--- src/inc/aw_fifo_map.svh ---
// Purpose: field widths, reset values and fixed positions of the
//          write address queue
// Assumes: included by bare name; guarded against double inclusion
// Notes:   definitions only
`ifndef AW_FIFO_MAP_SVH
`define AW_FIFO_MAP_SVH

// ------------------------------------------------------------
// control field widths of one address beat
// ------------------------------------------------------------
`define AW_LEN_W 8
`define AW_SIZE_W 3
`define AW_BURST_W 2
`define AW_LOCK_W 3
`define AW_CACHE_W 5
`define AW_PROT_W 4
`define AW_QOS_W 4
`define AW_REGION_W 4
`define AW_CTRL_W 33

// ------------------------------------------------------------
// default geometry and reset values
// ------------------------------------------------------------
`define AW_DEPTH_DEF 16
`define AW_ID_W_DEF 4
`define AW_ADDR_W_DEF 32
`define AW_USER_W_DEF 1
`define AW_FLAG_RST 1'b0
`define AW_TFULL_RST 1'b0
`define AW_TEMPTY_RST 1'b1

// ------------------------------------------------------------
// codeword bits flipped by error injection
// ------------------------------------------------------------
`define AW_INJ_BIT_A 3
`define AW_INJ_BIT_B 5

`endif

--- src/inc/aw_fifo_pkg.sv ---
// Purpose: shared types of the write address queue
// Assumes: aw_fifo_map.svh supplies the widths
// Notes:   control fields travel as one packed struct
`include "aw_fifo_map.svh"

package aw_fifo_pkg;

  // fixed-width control fields, packed in this order into the word
  typedef struct packed {
    logic [`AW_LEN_W-1:0] len;
    logic [`AW_SIZE_W-1:0] size;
    logic [`AW_BURST_W-1:0] burst;
    logic [`AW_LOCK_W-1:0] lock;
    logic [`AW_CACHE_W-1:0] cache;
    logic [`AW_PROT_W-1:0] prot;
    logic [`AW_QOS_W-1:0] qos;
    logic [`AW_REGION_W-1:0] region;
  } aw_ctrl_t;

  // output holding stage
  typedef enum logic {OUT_EMPTY, OUT_HOLD} out_state_t;

endpackage

--- src/inc/aw_store_if.sv ---
// Purpose: carrier between queue control and its storage array
// Assumes: one clock; storage read is combinational
// Notes:   ctrl drives writes and read address, mem answers
`timescale 1ns/1ps
`default_nettype none

interface aw_store_if #(
  parameter int AW = 4,
  parameter int W = 8
) ();
  logic wr_en;
  logic [AW-1:0] wr_addr;
  logic [W-1:0] wr_word;
  logic inj_single;
  logic inj_double;
  logic [AW-1:0] rd_addr;
  logic [W-1:0] rd_word;
  logic rd_single;
  logic rd_double;

  modport ctrl (
    output wr_en, wr_addr, wr_word, inj_single, inj_double, rd_addr,
    input rd_word, rd_single, rd_double
  );
  modport mem (
    input wr_en, wr_addr, wr_word, inj_single, inj_double, rd_addr,
    output rd_word, rd_single, rd_double
  );
endinterface

`default_nettype wire

--- src/aw_fifo_store.sv ---
// Purpose: storage array of the address queue with optional SECDED
// Assumes: write on clk, read combinational at rd_addr
// Notes:   extended Hamming code, overall parity in codeword bit 0
`timescale 1ns/1ps
`default_nettype none

module aw_fifo_store #(
  parameter int DEPTH = 16,
  parameter int W = 8,
  parameter bit ECC_ENABLE = 1'b1
) (
  input wire logic clk,
  aw_store_if.mem st
);

  // ------------------------------------------------------------
  // code geometry
  // ------------------------------------------------------------
  function automatic int parity_bits(int w);
    int p;
    p = 1;
    while ((1 << p) < w + p + 1)
    begin
      p++;
    end
    return p;
  endfunction

  localparam int P = parity_bits(W);
  localparam int CW = W + P + 1;

  // place data in non-power-of-two positions, then fill parity
  function automatic logic [CW-1:0] encode(logic [W-1:0] d);
    logic [CW-1:0] c;
    int k;
    c = '0;
    k = 0;
    for (int i = 1; i < CW; i++)
    begin
      if ((i & (i - 1)) != 0)
      begin
        c[i] = d[k];
        k++;
      end
    end
    for (int j = 0; j < P; j++)
    begin
      for (int i = 1; i < CW; i++)
      begin
        if (((i >> j) & 1) == 1 && i != (1 << j))
          c[1 << j] ^= c[i];
      end
    end
    c[0] = ^c;
    return c;
  endfunction

  // returns {double, single, corrected data}
  function automatic logic [W+1:0] decode(logic [CW-1:0] c);
    logic [CW-1:0] f;
    logic [P-1:0] s;
    logic [W-1:0] d;
    logic ov;
    logic dbl;
    int k;
    f = c;
    s = '0;
    d = '0;
    k = 0;
    for (int j = 0; j < P; j++)
    begin
      for (int i = 1; i < CW; i++)
      begin
        if (((i >> j) & 1) == 1)
          s[j] ^= c[i];
      end
    end
    ov = ^c;
    dbl = (s != '0) && !ov;
    // a syndrome past the codeword cannot be a single flip
    if (ov && int'(s) < CW)
      f[s] = ~f[s];
    else if (ov)
      dbl = 1'b1;
    for (int i = 1; i < CW; i++)
    begin
      if ((i & (i - 1)) != 0)
      begin
        d[k] = f[i];
        k++;
      end
    end
    return {dbl, ov && !dbl, d};
  endfunction

  // ------------------------------------------------------------
  // array with or without code bits
  // ------------------------------------------------------------
  generate
    if (ECC_ENABLE)
    begin : g_ecc
      logic [CW-1:0] mem [DEPTH];
      logic [CW-1:0] cw;
      logic [W+1:0] dec;

      // double injection wins over single when both are raised
      always_comb
      begin
        cw = encode(st.wr_word);
        if (st.inj_double)
        begin
          cw[`AW_INJ_BIT_A] = ~cw[`AW_INJ_BIT_A];
          cw[`AW_INJ_BIT_B] = ~cw[`AW_INJ_BIT_B];
        end
        else if (st.inj_single)
          cw[`AW_INJ_BIT_A] = ~cw[`AW_INJ_BIT_A];
      end

      always_ff @(posedge clk)
      begin
        if (st.wr_en)
          mem[st.wr_addr] <= cw;
      end

      assign dec = decode(mem[st.rd_addr]);
      assign st.rd_word = dec[W-1:0];
      assign st.rd_single = dec[W];
      assign st.rd_double = dec[W+1];
    end
    else
    begin : g_raw
      logic [W-1:0] mem [DEPTH];

      // injection has no meaning without code bits
      always_ff @(posedge clk)
      begin
        if (st.wr_en)
          mem[st.wr_addr] <= st.wr_word;
      end

      assign st.rd_word = mem[st.rd_addr];
      assign st.rd_single = 1'b0;
      assign st.rd_double = 1'b0;
    end
  endgenerate

endmodule

`default_nettype wire

--- src/aw_fifo_top.sv ---
// Purpose: queue in an AXI4 write address channel, slave port in,
//          master port out, with count, threshold and error sideband
// Assumes: both ports and all sideband on clk; inputs come from
//          logic on clk, so none is synchronised
// Notes:   capacity is DEPTH words including the output holding stage
`timescale 1ns/1ps
`default_nettype none
`include "aw_fifo_map.svh"

// Notes on behaviour
// - awready high exactly when a beat fits
// - awvalid shows held entry, stable until taken
// - id, addr, len, size, burst, qos, region, user stored
// - lock, cache, protection fields pass unaltered
// - refused write raises overflow next cycle
// - refused read raises underflow next cycle
// - write count never underreports, one edge lag
// - read count never overreports, one edge lag
// - stored count is log2(depth)+1 bits
// - threshold full while count at/above threshold
// - threshold empty while count at/below threshold
// - single inject flips one written bit
// - double inject flips two written bits
// - corrected word flagged single error alongside
// - uncorrectable word flagged double error
// - both ports sampled on rising clock edge
// - active-low reset empties the queue
// - beat moves only when valid and ready
module aw_fifo_top
  import aw_fifo_pkg::*;
#(
  parameter int DEPTH = `AW_DEPTH_DEF,
  parameter int ID_W = `AW_ID_W_DEF,
  parameter int ADDR_W = `AW_ADDR_W_DEF,
  parameter int USER_W = `AW_USER_W_DEF,
  parameter bit ECC_ENABLE = 1'b1,
  localparam int AW = $clog2(DEPTH),
  localparam int CNT_W = AW + 1
) (
  input wire logic clk,
  input wire logic reset_n,
  input wire logic [ID_W-1:0] s_axi_awid,
  input wire logic [ADDR_W-1:0] s_axi_awaddr,
  input wire logic [`AW_LEN_W-1:0] s_axi_awlen,
  input wire logic [`AW_SIZE_W-1:0] s_axi_awsize,
  input wire logic [`AW_BURST_W-1:0] s_axi_awburst,
  input wire logic [`AW_LOCK_W-1:0] s_axi_awlock,
  input wire logic [`AW_CACHE_W-1:0] s_axi_awcache,
  input wire logic [`AW_PROT_W-1:0] s_axi_awprot,
  input wire logic [`AW_QOS_W-1:0] s_axi_awqos,
  input wire logic [`AW_REGION_W-1:0] s_axi_awregion,
  input wire logic [USER_W-1:0] s_axi_awuser,
  input wire logic s_axi_awvalid,
  output logic s_axi_awready,
  output logic [ID_W-1:0] m_axi_awid,
  output logic [ADDR_W-1:0] m_axi_awaddr,
  output logic [`AW_LEN_W-1:0] m_axi_awlen,
  output logic [`AW_SIZE_W-1:0] m_axi_awsize,
  output logic [`AW_BURST_W-1:0] m_axi_awburst,
  output logic [`AW_LOCK_W-1:0] m_axi_awlock,
  output logic [`AW_CACHE_W-1:0] m_axi_awcache,
  output logic [`AW_PROT_W-1:0] m_axi_awprot,
  output logic [`AW_QOS_W-1:0] m_axi_awqos,
  output logic [`AW_REGION_W-1:0] m_axi_awregion,
  output logic [USER_W-1:0] m_axi_awuser,
  output logic m_axi_awvalid,
  input wire logic m_axi_awready,
  input wire logic [AW-1:0] aw_full_threshold,
  input wire logic [AW-1:0] aw_empty_threshold,
  input wire logic aw_inject_single_error,
  input wire logic aw_inject_double_error,
  output logic aw_single_error_flag,
  output logic aw_double_error_flag,
  output logic aw_overflow_flag,
  output logic aw_underflow_flag,
  output logic [CNT_W-1:0] aw_write_side_count,
  output logic [CNT_W-1:0] aw_read_side_count,
  output logic [CNT_W-1:0] aw_stored_count,
  output logic aw_threshold_full_flag,
  output logic aw_threshold_empty_flag
);

  // ------------------------------------------------------------
  // geometry checks
  // ------------------------------------------------------------
  localparam int W = ID_W + ADDR_W + USER_W + `AW_CTRL_W;
  localparam logic [CNT_W-1:0] FULL_CNT = CNT_W'(DEPTH);

  generate
    if (DEPTH < 2 || (1 << AW) != DEPTH)
    begin : g_bad_depth
      $error("depth must be a power of two, at least two");
    end
    if (ID_W < 1 || ADDR_W < 1 || USER_W < 1)
    begin : g_bad_width
      $error("id, address and user widths must be at least one");
    end
  endgenerate

  // ------------------------------------------------------------
  // word packing
  // ------------------------------------------------------------
  // layout, high to low: id, addr, user, control fields
  function automatic logic [W-1:0] pack_beat(
    logic [ID_W-1:0] id,
    logic [ADDR_W-1:0] addr,
    logic [USER_W-1:0] user,
    aw_ctrl_t ctrl
  );
    return {id, addr, user, ctrl};
  endfunction

  aw_ctrl_t in_ctrl;
  aw_ctrl_t out_ctrl;

  // every control field lands in the word untouched
  always_comb
  begin
    in_ctrl.len = s_axi_awlen;
    in_ctrl.size = s_axi_awsize;
    in_ctrl.burst = s_axi_awburst;
    in_ctrl.lock = s_axi_awlock;
    in_ctrl.cache = s_axi_awcache;
    in_ctrl.prot = s_axi_awprot;
    in_ctrl.qos = s_axi_awqos;
    in_ctrl.region = s_axi_awregion;
  end

  // ------------------------------------------------------------
  // handshake and occupancy
  // ------------------------------------------------------------
  out_state_t state_q;
  out_state_t state_d;
  logic [CNT_W-1:0] count_q;
  logic [CNT_W-1:0] count_d;
  logic [CNT_W-1:0] mem_cnt_q;
  logic [CNT_W-1:0] mem_cnt_d;
  logic [AW-1:0] wr_ptr_q;
  logic [AW-1:0] rd_ptr_q;
  logic [W-1:0] out_word_q;
  logic out_single_q;
  logic out_double_q;
  logic push;
  logic pop;
  logic load;

  aw_store_if #(.AW(AW), .W(W)) st ();

  // ready only while a slot is free; the holding stage counts too
  assign s_axi_awready = (count_q != FULL_CNT);
  assign m_axi_awvalid = (state_q == OUT_HOLD);
  // transfers happen only on valid and ready together
  assign push = s_axi_awvalid && s_axi_awready;
  assign pop = m_axi_awvalid && m_axi_awready;
  // refill the holding stage when empty or being drained
  assign load = (mem_cnt_q != '0) && (state_q == OUT_EMPTY || pop);

  // occupancy arithmetic, cut back to counter width on purpose
  always_comb
  begin
    count_d = count_q;
    mem_cnt_d = mem_cnt_q;
    if (push && !pop)
      count_d = CNT_W'(count_q + 1'b1);
    else if (pop && !push)
      count_d = CNT_W'(count_q - 1'b1);
    if (push && !load)
      mem_cnt_d = CNT_W'(mem_cnt_q + 1'b1);
    else if (load && !push)
      mem_cnt_d = CNT_W'(mem_cnt_q - 1'b1);
  end

  // holding stage stays full while a word waits to be taken
  always_comb
  begin
    state_d = state_q;
    case (state_q)
      OUT_EMPTY:
        if (load)
          state_d = OUT_HOLD;
      OUT_HOLD:
        if (pop && !load)
          state_d = OUT_EMPTY;
      default:
        state_d = OUT_EMPTY;
    endcase
  end

  // ------------------------------------------------------------
  // storage port
  // ------------------------------------------------------------
  // the beat is captured only on the accepting edge, so upstream
  // must keep it stable until then
  assign st.wr_en = push;
  assign st.wr_addr = wr_ptr_q;
  assign st.wr_word = pack_beat(s_axi_awid, s_axi_awaddr,
                                s_axi_awuser, in_ctrl);
  assign st.inj_single = aw_inject_single_error;
  assign st.inj_double = aw_inject_double_error;
  assign st.rd_addr = rd_ptr_q;

  aw_fifo_store #(
    .DEPTH(DEPTH),
    .W(W),
    .ECC_ENABLE(ECC_ENABLE)
  ) u_store (
    .clk(clk),
    .st(st)
  );

  // ------------------------------------------------------------
  // state registers
  // ------------------------------------------------------------
  // everything on the rising edge of the one clock
  always_ff @(posedge clk or negedge reset_n)
  begin
    if (!reset_n)
    begin
      state_q <= OUT_EMPTY;
      count_q <= '0;
      mem_cnt_q <= '0;
    end
    else
    begin
      state_q <= state_d;
      count_q <= count_d;
      mem_cnt_q <= mem_cnt_d;
    end
  end

  // pointers wrap naturally; single read and write order
  always_ff @(posedge clk or negedge reset_n)
  begin
    if (!reset_n)
    begin
      wr_ptr_q <= '0;
      rd_ptr_q <= '0;
    end
    else
    begin
      if (push)
        wr_ptr_q <= AW'(wr_ptr_q + 1'b1);
      if (load)
        rd_ptr_q <= AW'(rd_ptr_q + 1'b1);
    end
  end

  // held word changes only on a refill, so it stays put while
  // downstream stalls
  always_ff @(posedge clk or negedge reset_n)
  begin
    if (!reset_n)
    begin
      out_word_q <= '0;
      out_single_q <= `AW_FLAG_RST;
      out_double_q <= `AW_FLAG_RST;
    end
    else if (load)
    begin
      out_word_q <= st.rd_word;
      out_single_q <= st.rd_single;
      out_double_q <= st.rd_double;
    end
    else if (pop)
    begin
      out_single_q <= `AW_FLAG_RST;
      out_double_q <= `AW_FLAG_RST;
    end
  end

  // ------------------------------------------------------------
  // master side fields
  // ------------------------------------------------------------
  assign out_ctrl = out_word_q[`AW_CTRL_W-1:0];
  assign m_axi_awuser = out_word_q[`AW_CTRL_W +: USER_W];
  assign m_axi_awaddr = out_word_q[`AW_CTRL_W+USER_W +: ADDR_W];
  assign m_axi_awid = out_word_q[W-1 -: ID_W];
  assign m_axi_awlen = out_ctrl.len;
  assign m_axi_awsize = out_ctrl.size;
  assign m_axi_awburst = out_ctrl.burst;
  assign m_axi_awlock = out_ctrl.lock;
  assign m_axi_awcache = out_ctrl.cache;
  assign m_axi_awprot = out_ctrl.prot;
  assign m_axi_awqos = out_ctrl.qos;
  assign m_axi_awregion = out_ctrl.region;
  assign aw_single_error_flag = out_single_q;
  assign aw_double_error_flag = out_double_q;

  // ------------------------------------------------------------
  // sideband flags
  // ------------------------------------------------------------
  // refused requests flag one cycle later; nothing else moves
  always_ff @(posedge clk or negedge reset_n)
  begin
    if (!reset_n)
    begin
      aw_overflow_flag <= `AW_FLAG_RST;
      aw_underflow_flag <= `AW_FLAG_RST;
    end
    else
    begin
      aw_overflow_flag <= s_axi_awvalid && !s_axi_awready;
      // a ready with nothing held is a read refused as empty
      aw_underflow_flag <= m_axi_awready && !m_axi_awvalid;
    end
  end

  // flags follow the next count so they line up with count_q;
  // thresholds are read live, which is safe as they only move
  // while reset is held
  always_ff @(posedge clk or negedge reset_n)
  begin
    if (!reset_n)
    begin
      aw_threshold_full_flag <= `AW_TFULL_RST;
      aw_threshold_empty_flag <= `AW_TEMPTY_RST;
    end
    else
    begin
      aw_threshold_full_flag <=
        (count_d >= {1'b0, aw_full_threshold});
      aw_threshold_empty_flag <=
        (count_d <= {1'b0, aw_empty_threshold});
    end
  end

  // ------------------------------------------------------------
  // counts
  // ------------------------------------------------------------
  // one clock, so all three views are the exact registered count:
  // a transfer shows at the edge after it is taken
  assign aw_write_side_count = count_q;
  assign aw_read_side_count = count_q;
  assign aw_stored_count = count_q;

endmodule

`default_nettype wire

--- config.mk ---
export PLATFORM = sky130hd
export DESIGN_NAME = aw_fifo_top
export DESIGN_NICKNAME = d
export VERILOG_FILES = /design/src/inc/aw_fifo_pkg.sv /design/src/inc/aw_store_if.sv /design/src/aw_fifo_store.sv /design/src/aw_fifo_top.sv
export VERILOG_INCLUDE_DIRS = /design/src /design/src/inc
export SDC_FILE = /design/constraint.sdc
export NUM_CORES = 2
export LEC_CHECK = 0
export BUFFER_PORTS_ARGS = -buffer_cell sky130_fd_sc_hd__buf_4
export CORE_UTILIZATION = 40
export CTS_BUF_LIST = sky130_fd_sc_hd__clkbuf_16
export DETAILED_ROUTE_END_ITERATION = 6
export HOLD_SLACK_MARGIN = 0.08
export PLACE_DENSITY = 0.58
export SYNTH_ARGS = -nofsm -noshare
export SYNTH_HDL_FRONTEND = slang
export SYNTH_SLANG_ARGS = --single-unit
--- constraint.sdc ---
create_clock -name clk -period 7.45 [get_ports clk]
set_input_delay 1.1175 -clock clk [delete_from_list [all_inputs] [get_ports clk]]
set_output_delay 1.1175 -clock clk [all_outputs]
set_load 0.02 [all_outputs]
==> flow_results.xml <==
<?xml version="1.0" encoding="UTF-8"?>
<metrics>
  <group name="detailed_routing">
    <metric name="route.vias.total" unit="">29700</metric>
    <metric name="drt-total-wl" unit="um">166000</metric>
    <metric name="drt_iter0_markers" unit="">3732</metric>
    <metric name="post_drt_via_cell_ratio" unit="">5.84</metric>
    <metric name="detail-route-antenna-nets" unit="">0</metric>
    <metric name="detailed_routing_iterations_pass_1" unit="">5</metric>
    <metric name="drc" unit="">0</metric>
    <metric name="wire_length_per_cell_after_detailed_routing" unit="um">32.5</metric>
  </group>
  <group name="worst_setup_path">
    <metric name="cp.arrival" unit="ns">7.20</metric>
    <metric name="setup.worst_path.start_class" unit="">register</metric>
    <metric name="critical_path_class" unit="">reg2reg</metric>
    <metric name="worst-path-max-fanout" unit="">41</metric>
    <metric name="worst-endpoint-required" unit="ns">8.11</metric>
    <metric name="critPathCaptureType" unit="">register</metric>
  </group>
  <group name="placement">
    <metric name="place_hpwl" unit="um">103000</metric>
    <metric name="buffer_ports.inserted" unit="">176</metric>
    <metric name="gpl.final_weighted_congestion" unit="">0.929</metric>
    <metric name="detailed_place.area" unit="um2">59800</metric>
  </group>
  <group name="sta">
    <metric name="hold_violations" unit="">0</metric>
    <metric name="max_slew.worst_pin.slew" unit="ns">1.26</metric>
    <metric name="rsz0062_at_grt" unit="">false</metric>
    <metric name="timing.final.setup_violations" unit="">0</metric>
    <metric name="final_min_period_over_clock_period" unit="%">87.8</metric>
    <metric name="hold_slack" unit="ns">0.287</metric>
    <metric name="totalNegativeSetupSlack" unit="ns">0</metric>
    <metric name="slew_headroom" unit="%">15.5</metric>
    <metric name="fmax" unit="GHz">0.153</metric>
    <metric name="finalWorstPathRequiredPeriod" unit="ns">6.54</metric>
    <metric name="maxSlewViolCount" unit="">0</metric>
    <metric name="clock-skew-final" unit="ns">0.0316</metric>
  </group>
  <group name="die">
    <metric name="ios" unit="">177</metric>
    <metric name="die_height" unit="um">377</metric>
    <metric name="core-area" unit="um2">140000</metric>
    <metric name="die_area" unit="um2">142000</metric>
    <metric name="die_w" unit="um">377</metric>
    <metric name="initial_core_util" unit="%">40.3</metric>
    <metric name="site_rows" unit="">137</metric>
  </group>
  <group name="layout">
    <metric name="flow.area_growth_from_synthesis" unit="%">14.5</metric>
    <metric name="n_fill_cell" unit="">11700</metric>
    <metric name="layout.cell_area.non_filler" unit="um2">64400</metric>
    <metric name="design.final.nets" unit="">3207</metric>
    <metric name="final_layout_size_suffix_gt1_share" unit="%">28.0</metric>
  </group>
  <group name="synth">
    <metric name="synth-main-ff-cell" unit="">sky130_fd_sc_hd__edfxtp_1</metric>
    <metric name="synthXorXnorAreaFrac" unit="%">5.41</metric>
    <metric name="yosysSeqAreaShare" unit="%">70.8</metric>
    <metric name="post_synth_simple_gate_area" unit="%">2.58</metric>
    <metric name="syn_area_per_cell" unit="um2">19.7</metric>
    <metric name="synth_warnings" unit="">0</metric>
    <metric name="synth_area" unit="um2">56300</metric>
    <metric name="number_of_synthesized_flops_with_an_enable_pin" unit="">1248</metric>
    <metric name="postSynth.asyncResetShare" unit="%">7.07</metric>
    <metric name="synth.ff_latch_count" unit="">1343</metric>
    <metric name="syn_inst_count" unit="">2851</metric>
    <metric name="largest_family_of_logic_cells_by_synthesized_area" unit="">multiplexers</metric>
    <metric name="synth-compound-area-share" unit="%">3.95</metric>
    <metric name="mappedNetlistNets" unit="">2955</metric>
    <metric name="adder_and_majority_cell_fraction_of_the_synthesized_area" unit="%">0.458</metric>
    <metric name="muxShareOfSynthArea" unit="%">14.9</metric>
    <metric name="netlist-cell-type-count" unit="">83</metric>
  </group>
  <group name="clock_network">
    <metric name="post_cts_hold_buffer_count" unit="">0</metric>
    <metric name="clock_tree.buffer_depth" unit="">3</metric>
    <metric name="clock_tree.root_cell" unit="">sky130_fd_sc_hd__clkbuf_16</metric>
    <metric name="cts_htree_levels" unit="">4</metric>
    <metric name="clk-insertion-delay-late" unit="ns">0.78</metric>
    <metric name="cts_num_sinks" unit="">1343</metric>
    <metric name="post-cts-setup-buffer-count" unit="">0</metric>
    <metric name="numCtsBuffers" unit="">144</metric>
    <metric name="cts_resized" unit="">0</metric>
    <metric name="cts_tree" unit="">yes</metric>
    <metric name="worst_setup_hold_path_clk_slew" unit="ns">0.07</metric>
  </group>
  <group name="global_routing">
    <metric name="grt_pass1_vias" unit="">30300</metric>
    <metric name="global_route_wire_length_before_repair" unit="um">231000</metric>
    <metric name="groute.usage.overall" unit="%">23.4</metric>
    <metric name="grt_antenna_before_repair" unit="">13</metric>
    <metric name="grt_max_degree" unit="">110</metric>
    <metric name="grt.overflow.total" unit="">0</metric>
  </group>
  <group name="status">
    <metric name="run_status" unit="">finished clean</metric>
  </group>
  <group name="flow_run">
    <metric name="drv_cap" unit="">0</metric>
  </group>
  <group name="min_path">
    <metric name="min_path_type" unit="">in2async</metric>
  </group>
</metrics>
[final timing paths]
kind / startpoint / end / slack (ns) / depth (start not counted)
max: rd_ptr_q[1] / out_word_q[0] / 0.91 / 14
min reg2reg: mem_cnt_q[4] / mem_cnt_q[4] / 0.47 / 1
min: reset_n / mem_cnt_q[1] / 0.29 / 1
max reg2reg: rd_ptr_q[1] / out_word_q[0] / 0.91 / 14
min in group clk: mem_cnt_q[4] / mem_cnt_q[4] / 0.47 / 1
max in group asynchronous: reset_n / rd_ptr_q[2] / 5.87 / 2
[registers in the layout, indices dropped and copies added (netlist names), 4 cells and up]
signal,cells
aw_read_side_count,5
mem_cnt_q,5
out_word_q,70
rd_ptr_q,4
st.wr_addr,4
u_store.g_ecc.mem,1248
[logic make-up after synthesis]
| group | Yosys count |
|---|---|
| AO/OA/AOI/OAI | 311 |
| XOR/XNOR | 302 |
| adder cells (fa/ha/maj) | 20 |
| buffers and inverters | 173 |
| flip-flops | 1343 |
| multiplexers | 397 |
| AND/OR/NAND/NOR | 305 |
[cells in the final DEF (no fill, tap or decap), types with 46 or more instances in the layout]
cell type / n
sky130_fd_sc_hd__a21oi_1: 67
sky130_fd_sc_hd__a22oi_1: 71
sky130_fd_sc_hd__buf_4: 243
sky130_fd_sc_hd__clkbuf_16: 149
sky130_fd_sc_hd__dfrtp_1: 90
sky130_fd_sc_hd__edfxtp_1: 1248
sky130_fd_sc_hd__inv_1: 46
sky130_fd_sc_hd__mux4_2: 352
sky130_fd_sc_hd__nand2_1: 153
sky130_fd_sc_hd__xnor2_1: 213
sky130_fd_sc_hd__xor2_1: 54
[through the flow]
step | worst slack [ns] | utilization, % | instances
6_report | 0.910 | 46.2 | 5096
5_1_grt | 0.691 | 46.2 | 5091
4_1_cts | 1.03 | 46.1 | 5089
3_5_place_dp | 1.10 | 42.9 | 4833
3_3_place_gp | 1.09 | 42.9 | 4833
2_1_floorplan | 2.46 | - | 2851
[cell type report]
class / count / area [um2] / area share [%]
tap: 1876 / 2350 / 3.64
clock inverter: 107 / 818 / 1.27
clock buffer: 149 / 3730 / 5.79
multi-input combinational: 1335 / 15500 / 24.0
antenna: 7 / 17.5 / 0.0272
sequential: 1343 / 39900 / 61.9
timing repair buffer: 255 / 2060 / 3.21
inverter: 24 / 91.3 / 0.142
[routing by layer]
metal	GRT usage [%]	share of wire [%]
met1	32.6	42
met5	0	0.072
met3	6.20	8.8
met4	7.32	2.9
met2	36.0	47
[synth_stat cells (19+ instances only)]
cell / count / area, um2
sky130_fd_sc_hd__edfxtp_1: 1248 / 37500
sky130_fd_sc_hd__mux4_2: 352 / 7930
sky130_fd_sc_hd__xnor2_1: 216 / 1890
sky130_fd_sc_hd__nand2_1: 153 / 574
sky130_fd_sc_hd__dfrtp_1: 94 / 2350
sky130_fd_sc_hd__a22oi_1: 71 / 533
sky130_fd_sc_hd__a21oi_1: 68 / 340
sky130_fd_sc_hd__xor2_1: 54 / 473
sky130_fd_sc_hd__buf_2: 49 / 245
sky130_fd_sc_hd__clkbuf_1: 39 / 146
sky130_fd_sc_hd__o21ai_0: 38 / 190
sky130_fd_sc_hd__o221ai_1: 34 / 298
sky130_fd_sc_hd__mux2i_1: 33 / 330
sky130_fd_sc_hd__nor2_1: 30 / 113
sky130_fd_sc_hd__buf_4: 29 / 218
sky130_fd_sc_hd__and2_1: 27 / 169
sky130_fd_sc_hd__and3_1: 26 / 163
sky130_fd_sc_hd__inv_1: 24 / 90.1
sky130_fd_sc_hd__buf_6: 23 / 259
sky130_fd_sc_hd__o31ai_2: 20 / 250
sky130_fd_sc_hd__ha_1: 19 / 238
[critical path: stages, from the launching register on]
cell	delay [ns]
sky130_fd_sc_hd__dfrtp_4	0.96
sky130_fd_sc_hd__buf_4	0.53
sky130_fd_sc_hd__mux4_2	0.38
sky130_fd_sc_hd__a22oi_1	0.42
sky130_fd_sc_hd__nand2_1	0.49
sky130_fd_sc_hd__xor2_1	0.31
sky130_fd_sc_hd__xnor2_2	0.20
sky130_fd_sc_hd__xnor2_2	0.18
sky130_fd_sc_hd__xnor2_4	0.70
sky130_fd_sc_hd__xnor2_1	0.52
sky130_fd_sc_hd__o31a_1	0.45
sky130_fd_sc_hd__or2_1	0.22
sky130_fd_sc_hd__a311o_1	0.35
sky130_fd_sc_hd__buf_4	0.26
sky130_fd_sc_hd__o31ai_1	0.30
Power is left out: the tool's default activity adds up to more than one toggle a clock period on the data nets, which glitch-free logic cannot reach.
